$ cat config.mk
export PLATFORM = sky130hd
export DESIGN_NAME = osc_ctrl
export DESIGN_NICKNAME = d
export VERILOG_FILES = /design/src/osc_ctrl_pkg.sv /design/src/osc_ctrl.sv
export VERILOG_INCLUDE_DIRS = /design/src
export SDC_FILE = /design/constraint.sdc
export NUM_CORES = 1
export LEC_CHECK = 0
export ABC_AREA = 1
export BUFFER_PORTS_ARGS = -buffer_cell sky130_fd_sc_hd__buf_2
export CAP_MARGIN = 20
export CORE_ASPECT_RATIO = 1.1
export CORE_UTILIZATION = 38
export CTS_BUF_LIST = sky130_fd_sc_hd__clkbuf_16
export DETAILED_ROUTE_END_ITERATION = 10
export PLACE_DENSITY_LB_ADDON = 0.2
export SYNTH_ARGS = -nofsm -noshare
export SYNTH_HDL_FRONTEND = slang
export SYNTH_SLANG_ARGS = --single-unit
$ cat constraint.sdc
create_clock -name pclk -period 2.09 [get_ports pclk]
set_input_delay 0.3135 -clock pclk [delete_from_list [all_inputs] [get_ports pclk]]
set_output_delay 0.3135 -clock pclk [all_outputs]
set_load 0.05 [all_outputs]
$ cat src/osc_ctrl_params.svh
`ifndef OSC_CTRL_PARAMS_SVH
`define OSC_CTRL_PARAMS_SVH
// ==========================================================
// Register offsets
`define ADDR_OSC_CONTROL 12'h000
`define ADDR_CLOCK_DIVIDER 12'h004
`define ADDR_FAST_RC_TUNE 12'h008
`define ADDR_UNLOCK_HI 12'h00c
`define ADDR_UNLOCK_LO 12'h010
`define ADDR_IRQ_STATUS 12'h014
`define ADDR_IRQ_MASK 12'h018
// ==========================================================
// Unlock keys
`define KEY_HI_1 8'h78
`define KEY_HI_2 8'h9a
`define KEY_LO_1 8'h46
`define KEY_LO_2 8'h57
// ==========================================================
// Field positions
`define POS_CUR 12
`define POS_NXT 8
`define POS_SEL_LOCK 7
`define POS_PIN_LOCK 6
`define POS_PLL_LOCK 5
`define POS_FAIL 3
`define POS_SECONDARY_OSC 1
`define POS_SWREQ 0
`define POS_ROI 15
`define POS_RATIO 12
`define POS_SLOW_EN 11
`define POS_POST 8
// ==========================================================
// Reset values and timing
`define RST_POST 3'h1
`define RST_TRIM 6'h00
`define RST_RATIO 3'h0
`define SETTLE_CYCLES 4'ha
`endif

$ cat src/osc_ctrl_pkg.sv
package osc_ctrl_pkg;
	typedef enum logic [2:0] {
		SRC_FRC = 3'h0,
		SRC_FRC_PLL = 3'h1,
		SRC_PRI = 3'h2,
		SRC_PRI_PLL = 3'h3,
		SRC_SEC = 3'h4,
		SRC_LOW_POWER_RC_OSC = 3'h5,
		SRC_RSVD = 3'h6,
		SRC_FRC_DIV = 3'h7
	} clk_src_t;
	typedef enum logic [3:0] {
		ST_IDLE = 4'b0001,
		ST_READY = 4'b0010,
		ST_SETTLE = 4'b0100,
		ST_DONE = 4'b1000
	} sw_state_t;
	typedef struct packed {
		logic sw_enable;
		logic monitor_en;
		logic pin_one_way;
		logic [2:0] init_src;
	} cfg_t;
	typedef struct packed {
		logic clock_fail;
		logic pll_locked;
		logic src_ready;
		logic new_clk_tick;
		logic interrupt;
	} osc_status_t;
	typedef struct packed {
		logic [2:0] active_src;
		logic sec_osc_on;
		logic cpu_slow_on;
		logic [2:0] cpu_slow_ratio;
		logic [2:0] fast_rc_postscale;
		logic [5:0] fast_rc_trim;
		logic switching;
	} osc_ctrl_t;
endpackage

$ cat src/osc_ctrl.sv
`timescale 1ns/1ps
`include "osc_ctrl_params.svh"
module osc_ctrl
	import osc_ctrl_pkg::*;
(
	// APB
	input wire logic pclk,
	input wire logic presetn,
	input wire logic psel,
	input wire logic penable,
	input wire logic pwrite,
	input wire logic [11:0] paddr,
	input wire logic [31:0] pwdata,
	output logic [31:0] prdata,
	output logic pready,
	output logic pslverr,
	// Configuration and oscillator status
	input wire cfg_t cfg,
	input wire osc_status_t stat,
	// Control
	output osc_ctrl_t ctrl,
	output logic irq
);
	// ==========================================================
	// Input synchronisers
	osc_status_t st_s1_ff, st_ff;
	always_ff @(posedge pclk or negedge presetn) begin
		if (!presetn) begin
			st_s1_ff <= '0;
			st_ff <= '0;
		end else begin
			st_s1_ff <= stat;
			st_ff <= st_s1_ff;
		end
	end
	// ==========================================================
	// Bus decode
	logic acc, wr, rd;
	assign acc = psel & penable;
	assign wr = acc & pwrite;
	assign rd = acc & ~pwrite;
	logic [7:0] wb_hi, wb_lo;
	assign wb_hi = pwdata[15:8];
	assign wb_lo = pwdata[7:0];
	logic wr_osc;
	assign wr_osc = wr && paddr == `ADDR_OSC_CONTROL;
	// ==========================================================
	// Unlock sequencing: key pair at unlock offsets, then one write
	logic [1:0] hi_key_ff, lo_key_ff;
	always_ff @(posedge pclk or negedge presetn) begin
		if (!presetn) begin
			hi_key_ff <= 2'h0;
			lo_key_ff <= 2'h0;
		end else if (wr) begin
			if (paddr == `ADDR_UNLOCK_HI) begin
				if (wb_hi == `KEY_HI_1)
					hi_key_ff <= 2'h1;
				else if (wb_hi == `KEY_HI_2 && hi_key_ff == 2'h1)
					hi_key_ff <= 2'h2;
				else
					hi_key_ff <= 2'h0;
			end else begin
				hi_key_ff <= 2'h0;
			end
			if (paddr == `ADDR_UNLOCK_LO) begin
				if (wb_lo == `KEY_LO_1)
					lo_key_ff <= 2'h1;
				else if (wb_lo == `KEY_LO_2 && lo_key_ff == 2'h1)
					lo_key_ff <= 2'h2;
				else
					lo_key_ff <= 2'h0;
			end else begin
				lo_key_ff <= 2'h0;
			end
		end
	end
	logic hi_open, lo_open;
	assign hi_open = wr_osc && hi_key_ff == 2'h2;
	assign lo_open = wr_osc && lo_key_ff == 2'h2;
	// ==========================================================
	// Configuration capture after reset release
	logic cfg_taken_ff;
	cfg_t cfg_ff;
	always_ff @(posedge pclk or negedge presetn) begin
		if (!presetn) begin
			cfg_taken_ff <= 1'b0;
			cfg_ff <= '0;
		end else if (!cfg_taken_ff) begin
			cfg_taken_ff <= 1'b1;
			cfg_ff <= cfg;
		end
	end
	// ==========================================================
	// Oscillator control register
	logic [2:0] cur_ff, nxt_ff;
	logic sel_lock_ff, pin_lock_ff, pll_lock_ff, fail_ff, secondary_osc_ff, swreq_ff;
	sw_state_t state_ff;
	logic [3:0] settle_ff;
	logic frozen, sw_start, sw_valid, sw_redundant;
	assign frozen = cfg_ff.monitor_en & sel_lock_ff;
	assign sw_start = lo_open & wb_lo[`POS_SWREQ] & cfg_ff.sw_enable & ~frozen
		& state_ff == ST_IDLE;
	assign sw_redundant = sw_start & nxt_ff == cur_ff;
	assign sw_valid = sw_start & nxt_ff != cur_ff;
	function automatic logic uses_pll(input logic [2:0] s);
		uses_pll = s == SRC_FRC_PLL || s == SRC_PRI_PLL;
	endfunction
	always_ff @(posedge pclk or negedge presetn) begin
		if (!presetn) begin
			cur_ff <= 3'h0;
			nxt_ff <= 3'h0;
		end else if (!cfg_taken_ff) begin
			cur_ff <= cfg.init_src;
			nxt_ff <= cfg.init_src;
		end else begin
			if (hi_open && state_ff == ST_IDLE && !frozen)
				nxt_ff <= wb_hi[2:0];
			if (state_ff == ST_DONE)
				cur_ff <= nxt_ff;
		end
	end
	// Switch sequencer
	always_ff @(posedge pclk or negedge presetn) begin
		if (!presetn) begin
			state_ff <= ST_IDLE;
			settle_ff <= 4'h0;
		end else begin
			case (state_ff)
				ST_IDLE: begin
					if (sw_valid)
						state_ff <= ST_READY;
				end
				ST_READY: begin
					settle_ff <= 4'h0;
					if (uses_pll(nxt_ff) ? st_ff.pll_locked : st_ff.src_ready)
						state_ff <= ST_SETTLE;
				end
				ST_SETTLE: begin
					if (st_ff.new_clk_tick) begin
						if (settle_ff == `SETTLE_CYCLES - 4'h1)
							state_ff <= ST_DONE;
						else
							settle_ff <= settle_ff + 4'h1;
					end
				end
				ST_DONE: state_ff <= ST_IDLE;
				default: state_ff <= ST_IDLE;
			endcase
		end
	end
	always_ff @(posedge pclk or negedge presetn) begin
		if (!presetn)
			swreq_ff <= 1'b0;
		else if (!cfg_ff.sw_enable)
			swreq_ff <= 1'b0;
		else if (sw_valid)
			swreq_ff <= 1'b1;
		else if (sw_redundant || state_ff == ST_DONE)
			swreq_ff <= 1'b0;
	end
	always_ff @(posedge pclk or negedge presetn) begin
		if (!presetn) begin
			sel_lock_ff <= 1'b0;
			pin_lock_ff <= 1'b0;
			secondary_osc_ff <= 1'b0;
		end else if (lo_open) begin
			if (wb_lo[`POS_SEL_LOCK])
				sel_lock_ff <= 1'b1;
			if (!(cfg_ff.pin_one_way && pin_lock_ff))
				pin_lock_ff <= wb_lo[`POS_PIN_LOCK];
			secondary_osc_ff <= wb_lo[`POS_SECONDARY_OSC];
		end
	end
	always_ff @(posedge pclk or negedge presetn) begin
		if (!presetn)
			pll_lock_ff <= 1'b0;
		else if (sw_valid || !uses_pll(cur_ff))
			pll_lock_ff <= 1'b0;
		else
			pll_lock_ff <= st_ff.pll_locked;
	end
	logic fail_rise_ff;
	always_ff @(posedge pclk or negedge presetn) begin
		if (!presetn)
			fail_rise_ff <= 1'b0;
		else
			fail_rise_ff <= st_ff.clock_fail;
	end
	logic fail_evt;
	assign fail_evt = st_ff.clock_fail & ~fail_rise_ff & cfg_ff.monitor_en;
	always_ff @(posedge pclk or negedge presetn) begin
		if (!presetn)
			fail_ff <= 1'b0;
		else if (fail_evt)
			fail_ff <= 1'b1;
		else if (sw_valid || (lo_open && !wb_lo[`POS_FAIL]))
			fail_ff <= 1'b0;
	end
	// ==========================================================
	// Clock divider and trim
	logic roi_ff, slow_en_ff;
	logic [2:0] ratio_ff, post_ff;
	logic [5:0] trim_ff;
	logic wr_div, wr_tun;
	assign wr_div = wr && paddr == `ADDR_CLOCK_DIVIDER;
	assign wr_tun = wr && paddr == `ADDR_FAST_RC_TUNE;
	always_ff @(posedge pclk or negedge presetn) begin
		if (!presetn) begin
			roi_ff <= 1'b0;
			slow_en_ff <= 1'b0;
			ratio_ff <= `RST_RATIO;
			post_ff <= `RST_POST;
			trim_ff <= `RST_TRIM;
		end else begin
			if (wr_div) begin
				roi_ff <= pwdata[`POS_ROI];
				ratio_ff <= pwdata[`POS_RATIO+:3];
				post_ff <= pwdata[`POS_POST+:3];
			end
			if (roi_ff && st_ff.interrupt)
				slow_en_ff <= 1'b0;
			else if (wr_div)
				slow_en_ff <= pwdata[`POS_SLOW_EN];
			if (wr_tun)
				trim_ff <= pwdata[5:0];
		end
	end
	// ==========================================================
	// Interrupts: 0 switch done, 1 redundant, 2 clock fail
	logic [2:0] ist_ff, imask_ff, ievt;
	assign ievt = {fail_evt, sw_redundant, state_ff == ST_DONE};
	always_ff @(posedge pclk or negedge presetn) begin
		if (!presetn) begin
			ist_ff <= 3'h0;
			imask_ff <= 3'h0;
			irq <= 1'b0;
		end else begin
			if (wr && paddr == `ADDR_IRQ_STATUS)
				ist_ff <= (ist_ff & ~pwdata[2:0]) | ievt;
			else
				ist_ff <= ist_ff | ievt;
			if (wr && paddr == `ADDR_IRQ_MASK)
				imask_ff <= pwdata[2:0];
			irq <= |(ist_ff & imask_ff);
		end
	end
	// ==========================================================
	// Read mux and outputs
	logic [15:0] osc_word;
	always_comb begin
		osc_word = 16'h0000;
		osc_word[`POS_CUR+:3] = cur_ff;
		osc_word[`POS_NXT+:3] = nxt_ff;
		osc_word[`POS_SEL_LOCK] = sel_lock_ff;
		osc_word[`POS_PIN_LOCK] = pin_lock_ff;
		osc_word[`POS_PLL_LOCK] = pll_lock_ff;
		osc_word[`POS_FAIL] = fail_ff;
		osc_word[`POS_SECONDARY_OSC] = secondary_osc_ff;
		osc_word[`POS_SWREQ] = swreq_ff;
	end
	always_ff @(posedge pclk or negedge presetn) begin
		if (!presetn) begin
			prdata <= 32'h0;
			pready <= 1'b0;
			pslverr <= 1'b0;
		end else begin
			pready <= psel & ~penable;
			pslverr <= 1'b0;
			prdata <= 32'h0;
			if (psel && !penable && !pwrite) begin
				case (paddr)
					`ADDR_OSC_CONTROL: prdata <= {16'h0, osc_word};
					`ADDR_CLOCK_DIVIDER: prdata <= {16'h0, roi_ff, ratio_ff,
						slow_en_ff, post_ff, 8'h00};
					`ADDR_FAST_RC_TUNE: prdata <= {26'h0, trim_ff};
					`ADDR_IRQ_STATUS: prdata <= {29'h0, ist_ff};
					`ADDR_IRQ_MASK: prdata <= {29'h0, imask_ff};
					`ADDR_UNLOCK_HI, `ADDR_UNLOCK_LO: prdata <= 32'h0;
					default: pslverr <= 1'b1;
				endcase
			end else if (psel && !penable) begin
				case (paddr)
					`ADDR_OSC_CONTROL, `ADDR_CLOCK_DIVIDER, `ADDR_FAST_RC_TUNE,
					`ADDR_IRQ_STATUS, `ADDR_IRQ_MASK, `ADDR_UNLOCK_HI,
					`ADDR_UNLOCK_LO: pslverr <= 1'b0;
					default: pslverr <= 1'b1;
				endcase
			end
		end
	end
	always_ff @(posedge pclk or negedge presetn) begin
		if (!presetn)
			ctrl <= '0;
		else begin
			ctrl.active_src <= cur_ff;
			ctrl.sec_osc_on <= secondary_osc_ff;
			ctrl.cpu_slow_on <= slow_en_ff;
			ctrl.cpu_slow_ratio <= ratio_ff;
			ctrl.fast_rc_postscale <= post_ff;
			ctrl.fast_rc_trim <= trim_ff;
			ctrl.switching <= state_ff != ST_IDLE;
		end
	end
	// ==========================================================
	// Checks
	logic unused_rd;
	assign unused_rd = rd;
	property p_sel_lock_sticky;
		@(posedge pclk) disable iff (!presetn)
		sel_lock_ff |=> sel_lock_ff;
	endproperty
	a_sel_lock_sticky: assert property (p_sel_lock_sticky) else $error("lock cleared");
	property p_redundant;
		@(posedge pclk) disable iff (!presetn)
		sw_redundant |=> !swreq_ff && state_ff == ST_IDLE;
	endproperty
	a_redundant: assert property (p_redundant) else $error("redundant not aborted");
	property p_no_sw;
		@(posedge pclk) disable iff (!presetn)
		cfg_taken_ff && !cfg_ff.sw_enable |=> !swreq_ff;
	endproperty
	a_no_sw: assert property (p_no_sw) else $error("request while disabled");
	property p_pll_clr;
		@(posedge pclk) disable iff (!presetn)
		sw_valid |=> !pll_lock_ff && !fail_ff;
	endproperty
	a_pll_clr: assert property (p_pll_clr) else $error("lock not cleared");
	property p_commit;
		@(posedge pclk) disable iff (!presetn)
		state_ff == ST_DONE |=> cur_ff == $past(nxt_ff) && !swreq_ff;
	endproperty
	a_commit: assert property (p_commit) else $error("switch not committed");
	property p_fail_set;
		@(posedge pclk) disable iff (!presetn)
		fail_evt |=> fail_ff;
	endproperty
	a_fail_set: assert property (p_fail_set) else $error("fail lost");
	property p_roi;
		@(posedge pclk) disable iff (!presetn)
		roi_ff && st_ff.interrupt |=> !slow_en_ff;
	endproperty
	a_roi: assert property (p_roi) else $error("slow enable kept");
	property p_pin_one_way;
		@(posedge pclk) disable iff (!presetn)
		cfg_ff.pin_one_way && pin_lock_ff |=> pin_lock_ff;
	endproperty
	a_pin_one_way: assert property (p_pin_one_way) else $error("pin lock cleared");
endmodule

==> results of run 1 <==
## logic make-up (layout without fill, tap and decap cells)
kind of cell,Yosys count,after routing,share of synthesized area (%)
AOI/OAI and AO/OA,52,52,7.34
xor gates and xnor gates,4,4,0.863
adders and majority gates,2,2,0.617
buffers and inverters,70,156,8.39
DFF,96,96,59.3
other,2,17,0.185
and+or+nand+nor,194,194,23.3
## timing repair
action,in CTS,in global routing
endpoints found under the setup margin,0,0
hold buffers,1,0
hold endpoints to repair,37,0
## power breakdown
part,switching [uW],internal (uW)
sequential,24.3,1890
clock,694,1050
combinational,217,75.0
## registers in the layout (all words and copies together), names as in the netlist, 2 cells and up
name / count
cfg_ff: 3
ctrl: 18
cur_ff: 3
hi_key_ff: 2
imask_ff: 3
ist_ff: 3
lo_key_ff: 2
nxt_ff: 3
post_ff: 3
prdata: 16
ratio_ff: 3
settle_ff: 4
st_ff: 5
st_s1_ff: 5
state_ff: 4
trim_ff: 6
## synth_stat cells, types with 2 or more instances
master     n
nand2_2    5
conb_1     2
o21ai_0   28
nor2_4     4
nor3_1     2
xnor2_1    4
a31oi_1    2
inv_1     44
nor3b_1    5
nand3_1   31
dfrtp_1   94
inv_2      5
buf_4     16
nor2_1    23
nand3_2    3
nor2_2    14
nand3b_1   2
ha_1       2
buf_6      2
nand2_1   93
nand4_1    4
dfstp_2    2
o311ai_0   3
o31ai_1    4
nor4_1     4
a21oi_1    4
nor3_2     2
o21ai_1    6
buf_2      2
## area by class of cell
class / count / area (um^2) / area share, %
well taps: 143 / 179 / 3.61
clock inverters: 7 / 93.8 / 1.89
flip-flops and latches: 96 / 2400 / 48.5
inverters: 49 / 184 / 3.71
multi-input cells: 269 / 1370 / 27.6
clock buffers: 9 / 225 / 4.54
repair buffers: 91 / 500 / 10.1
## worst paths after layout
check                                     to  cells after the start        start  slack (ps)
worst max-delay path            settle_ff[2]                      8  state_ff[1]         500
worst min-delay path             st_s1_ff[2]                      1      stat[2]          90
worst max register to register  settle_ff[2]                      8  state_ff[1]         500
worst min register to register      st_ff[2]                      0  st_s1_ff[2]         350
max in group asynchronous         prdata[12]                      3      presetn         920
min in group asynchronous             pready                      2      presetn         520
## critical path: stages (launching register included)
cell and delay, ps:
dfrtp_1 400, nor2_1 180, nand3_1 200, inv_1 120, nand2_1 110, nor2_1 150, nand2_1 80, o21ai_0 160
a21oi_1 70
## per-stage QoR
stage	setup WS [ps]	util [%]	power, uW
finish	498	47.7	3950
global placement	292	44.5	2250
floorplan	624	-	2140
CTS	486	47.7	4000
global route	261	47.7	4110
detailed placement	274	44.5	2250
## layer usage
layer | part of all wire, % | up-vias | wire length [um]
met5 | 0 | - | 0
met2 | 49 | 71 | 4190
met1 | 46 | 1476 | 3980
met3 | 3.8 | 7 | 325
met4 | 0.89 | 0 | 76
li1 | - | 1517 | -
==> run metrics, run 1 <==
max_cap viols=0; leakage=0.00251 uW; # diodes=0; Initial Utilization=39.0%; Clk Latency, worst-skew pair=330 ps; Reg clk slew, reported paths=60 ps; post-cts resize count=0; status=completed; antenna viol nets, final=0; Final Cell Area=0.00496 mm^2; post-synth cell types=37; final net count=578; gpl congestion=0.806; Final Max Slew Viols=0; initial DRC count=111; First-pass DRT Iterations=4; placed insts=647; Power per Cell Area=798 mW/mm^2; Post-DP Area=0.00463 mm^2; fillers=1001; RSZ-0062 raised after global routing=false; Final setup viols=0; Worst EP required=2310 ps; final non-filler cell total=664; final WL=8570 um; min Tclk post-route=1590 ps; Tightest Pin Transition=560 ps; Peak VDD IR=0.000404 V; Max Buffers Root-to-Sink=2; met2 Use GR=29.1%; fraction of layout cells with a size suffix above 1=27.4%; first-pass GRT wire length=14300 um; residual DRC count=0; critical path class=reg -> reg; DIE WIDTH=101 um; via count=3071; WHS=85.1 ps; area growth from synthesis to layout=22.1%; Syn. warnings=0; initial antenna violation count=0; Slew headroom=62.7%; GR peak layer=met2; register area share after synthesis=59.3%; Mapped Cells=420; vias per inst=4.63; TritonCTS Buffers=9; CP Max Fanout=5; startpoint types=flop; Remaining Overflow, GRT=0; Yosys reg bits=96; synthesized area=0.00406 mm^2; largest net degree at the start of global routing=42; routed len/inst=12.9 um; Die Span Y=110 um; post-CTS setup buffer count=0; port buffer count=80; Sink Count=96; Detail Placement HPWL=6510 um; Post-synth EDFFs=0; fraction of registers with async set/reset=100%; htree depth=3; most common cell after layout, fill and taps aside=dfrtp_1; Row Count=39; Clock Skew=6.07 ps; IO Count=113; f_max=0.628 GHz; Avg Inst Size Synth=9.66 um^2; CTS tree=done; Critical Path AT=1810 ps; Hold Vio Cnt, Final=0; Worst Hold Class=in -> reg; area fraction of the dominant cell type after synthesis=58.0%; setup TNS=0 ps; top post-synthesis cells by area=dfrtp_1, nand2_1, inv_1; post-route clock period utilization=76.2%; Synth area leader=dfrtp_1; root buf cell=clkbuf_16; routing usage on met1=21.7%; number of global-route vias before repair=2990; most frequent cells in the layout=dfrtp_1, nand2_1, buf_2, inv_1, nand3_1; M3 GR Usage=3.59%; CP endpoint kind=flop; die area=0.0111 mm^2; core area=0.0104 mm^2; Most used DFF post-synth=dfrtp_1; Tot GR Track Use=16.9%
No activity file was read; power rests on OpenSTA's default activity.
==> run 2: changes to the inputs <==
clock period = 1.6 ns   (was 2.09 ns; I/O delays follow)
==> run metrics, run 2 (synthesis gave the netlist of run 1 again) <==
status=completed; most common cell after layout, fill and taps aside=dfrtp_1; cell mode on critical path=nand2_1; port buffer count=80; final net count=590; hold depth=1; # diodes=0; Reg clk slew, reported paths=60 ps; number of global-route vias before repair=2984; DIE WIDTH=101 um; number of flip-flops in the largest register=18; Hold Crit Endpoint=st_s1_ff[0]; residual DRC count=0; most frequent cells in the layout=dfrtp_1, nand2_1, buf_2, inv_1, nand3_1; htree depth=3; CP Max Fanout=5; via count=3096; TritonCTS Buffers=9; final WL=8670 um; Largest regs=ctrl x18, prdata x16, trim_ff x6; worst r2r dst=settle_ff[2]; fraction of layout cells with a size suffix above 1=29.1%; Hold Vio Cnt, Final=0; Register-to-Register Path Depth=8; root buf cell=clkbuf_16; WHS=10.3 ps; Tot GR Track Use=16.6%; Sink Count=96; routed len/inst=12.8 um; Worst Hold Class=in -> reg; initial antenna violation count=0; Final Max Slew Viols=0; RSZ-0062 raised after global routing=false; Critical Path Max Stage Delay=440 ps; source of the worst register-to-register timing path=state_ff[1]; critical path class=reg -> reg; min Tclk post-route=1460 ps; Worst EP required=1820 ps; area growth from synthesis to layout=26.2%; Crit path max-delay family=simple AND/OR/NAND/NOR gates; startpoint types=flop; Sequential Area=0.00240 mm^2; f_max=0.684 GHz; Peak VDD IR=0.000504 V; r2r setup slk=140 ps; first-pass GRT wire length=14000 um; CTS tree=done; Max Buffers Root-to-Sink=2; First-pass DRT Iterations=4; worst path bufs/invs=1; IO Count=113; antenna viol nets, final=0; post-route clock period utilization=91.4%; Remaining Overflow, GRT=0; leakage=0.00259 uW; largest net degree at the start of global routing=33; Detail Placement HPWL=6560 um; worst-path cell chain=nor2_4, nand3_4, inv_1, nand2_1, nor2_2, nand2_1, o21ai_0, a21oi_1; min-delay src=stat[0]; fillers=976; Clk Latency, worst-skew pair=340 ps; gpl congestion=0.827; Largest Register=ctrl; vias per inst=4.58; CP endpoint kind=flop; critical path's slowest cell=dfrtp_1; Clock Skew=6.16 ps; initial DRC count=128; max_cap viols=0; core area=0.0104 mm^2; Initial Utilization=39.0%; setup TNS=0 ps; Row Count=39; Die Span Y=110 um; Final setup viols=0; Power per Cell Area=1040 mW/mm^2; multi-input logic area=0.00140 mm^2; Critical Path AT=1680 ps; die area=0.0111 mm^2
==> run 2: final cells by class <==
| cell class | count | area share (%) |
|---|---|---|
| multi-input combinational | 269 | 27.4 |
| inverter | 49 | 3.59 |
| timing repair buffer | 103 | 12.0 |
| clock buffer | 9 | 4.40 |
| clock inverter | 7 | 2.20 |
| sequential | 96 | 47.0 |
| tap | 143 | 3.49 |
==> run 2: worst register-to-register path, cell delays in order (launching register included) <==
cell and delay, ps:
dfrtp_1 440, nor2_4 170, nand3_4 110, inv_1 90
nand2_1 120, nor2_2 120, nand2_1 80, o21ai_0 160
a21oi_1 60
==> run 2: power breakdown <==
part,internal (uW),total (uW),switching (uW)
sequential,2480,2510,33.2
clock,1520,2420,907
combinational,113,400,287
==> run 2: layer usage <==
metal | wire length [um] | vias to the layer above | global-route usage, %
met4 | 127 | 0 | 5.90
met2 | 4260 | 81 | 28.2
met3 | 370 | 9 | 3.72
li1 | - | 1537 | -
met1 | 3920 | 1469 | 21.0
met5 | 0 | - | 0
==> run 2: repair_timing <==
action / in CTS / in global routing
gates resized for setup: 1 / 7
endpoints found under the setup margin: 1 / 9
pin swaps: 0 / 1
cloned: 0 / 0
hold buffers: 5 / 0
hold endpoints to repair: 28 / 0
buffers inserted: 0 / 0
==> run 2: how the worst max path moves through the flow <==
| stage | start | endpoint | cells after the start |
|---|---|---|---|
| after floorplan | state_ff[0] | fail_ff | 7 |
| after global placement | paddr[1] | ist_ff[1] | 8 |
| after detailed placement | state_ff[1] | settle_ff[2] | 8 |
| after CTS | state_ff[1] | settle_ff[2] | 8 |
| after global routing | state_ff[2] | state_ff[3] | 9 |
| final | state_ff[1] | settle_ff[2] | 8 |
==> run 2: through the flow <==
| step | std cells | cell area [um^2] | setup WS (ps) | utilization, % | power [uW] |
|---|---|---|---|---|---|
| floorplan | 435 | 4110 | 134 | - | 2790 |
| global placement | 655 | 4700 | 44.3 | 45.2 | 2940 |
| detailed placement | 655 | 4700 | -17.8 | 45.2 | 2950 |
| CTS | 676 | 5090 | 21.1 | 49.0 | 5380 |
| global route | 676 | 5120 | 15.8 | 49.3 | 5520 |
| finish | 676 | 5120 | 138 | 49.3 | 5330 |
==> run 3: changes to the inputs <==
clock period = 1.7 ns   (was 1.6 ns; I/O delays follow)
==> run metrics, run 3 (synthesis gave the netlist of run 1 again) <==
status=completed; Final setup viols=0; critical path class=reg -> reg; Worst EP required=1970 ps; Power per Cell Area=950 mW/mm^2; CTS tree=done; Largest regs=ctrl x18, prdata x16, trim_ff x6; gpl congestion=0.809; root buf cell=clkbuf_16; CP Max Fanout=4; number of global-route vias before repair=2988; Comb power frac=7.7%; Net Sw Frac=24.6%; RSZ-0062 raised after global routing=false; Final Cell Area=0.00498 mm^2; core area=0.0104 mm^2; worst setup margin=179 ps; port buffer count=80; Peak VDD IR=0.000381 V; sequential power share=49.9%; Pint=3570 uW; residual DRC count=0; antenna viol nets, final=0; first-pass GRT wire length=14300 um; Row Count=39; final WL=8650 um; Clk pwr share=42.4%; Clk Latency, worst-skew pair=330 ps; area growth from synthesis to layout=22.7%; CP endpoint kind=flop; # diodes=0; largest net degree at the start of global routing=38; die area=0.0111 mm^2; Detail Placement HPWL=6540 um; Hold Vio Cnt, Final=0; htree depth=3; f_max=0.658 GHz; vias per inst=4.61; via count=3074; most frequent cells in the layout=dfrtp_1, nand2_1, buf_2, inv_1, nand3_1; setup TNS=0 ps; TritonCTS Buffers=9; fraction of layout cells with a size suffix above 1=28.8%; Max Buffers Root-to-Sink=2; Critical Path AT=1790 ps; startpoint types=flop; leakage=0.00253 uW; number of flip-flops in the largest register=18; Worst Hold Class=in -> reg; most common cell after layout, fill and taps aside=dfrtp_1; post-CTS setup buffer count=0; Clock Skew=8.24 ps; min Tclk post-route=1520 ps; Reg clk slew, reported paths=60 ps; initial DRC count=137; routed len/inst=13.0 um; Remaining Overflow, GRT=0; post-route clock period utilization=89.4%; Largest Register=ctrl; initial antenna violation count=0; Tot GR Track Use=17.0%; DIE WIDTH=101 um; max_cap viols=0; First-pass DRT Iterations=4; IO Count=113; final net count=581; Post-DP Area=0.00466 mm^2; Sink Count=96; Final Max Slew Viols=0; Place WS=83.8 ps; Net Switching=1170 uW; Initial Utilization=39.0%; Die Span Y=110 um; placed insts=650; final non-filler cell total=667
-- run 3: path summary, 6_finish.rpt --
check | start | to | slack, ps | cells past startpoint
worst max register to register | state_ff[0] | state_ff[3] | 180 | 8
worst max-delay path | state_ff[0] | state_ff[3] | 180 | 8
max in group asynchronous | presetn | post_ff[0] | 670 | 3
worst min-delay path | stat[1] | st_s1_ff[1] | 20 | 1
worst min register to register | st_s1_ff[3] | st_ff[3] | 350 | 0
min in group asynchronous | presetn | pready | 410 | 2
-- run 3: worst max-delay path: stages, from the launching register on --
cell     delay, ps
dfstp_2        540
inv_1           60
nor3_2         230
nand2_1        100
nor2_2         140
nand3_2        150
nand2_2        110
nand2_1         60
nor2_2          70
-- run 3: area by class of cell --
cell class	count	area, um^2
Fill cell	999	5410
Clock buffer	9	225
Timing Repair Buffer	94	536
Inverter	49	184
Tap cell	143	179
Sequential cell	96	2400
Clock inverter	7	70.1
Multi-Input combinational cell	269	1380
-- run 3: through the flow --
step / total power (uW) / util [%] / hold WS [ps]
2_1_floorplan: 2630 / - / -40.6
3_3_place_gp: 2760 / 44.9 / 232
3_5_place_dp: 2770 / 44.9 / 237
4_1_cts: 4780 / 47.8 / 13.6
5_1_grt: 4900 / 47.9 / 11.7
6_report: 4730 / 47.9 / 22.6
-- run 3: what timing repair did --
item / CTS / global route
setup endpoints to repair: 0 / 6
gates resized for setup: 0 / 4
hold buffers: 1 / 0
hold endpoints to repair: 28 / 0
-- run 3: layer usage --
layer / global-route usage, % / vias up / share of wire [%]
met5: 0 / - / 0
met4: 7.25 / 0 / 0.74
met3: 2.27 / 8 / 4.0
met2: 29.0 / 71 / 51
met1: 21.9 / 1467 / 45
li1: - / 1528 / -
-- run 3: power by group through the flow --
stage	registers (uW)	clock network (uW)	logic (uW)
6_report	2360	2010	364
5_1_grt	2360	2130	404
4_1_cts	2360	2050	369
3_5_place_dp	2400	0	365
3_3_place_gp	2400	0	362
2_1_floorplan	2430	0	199
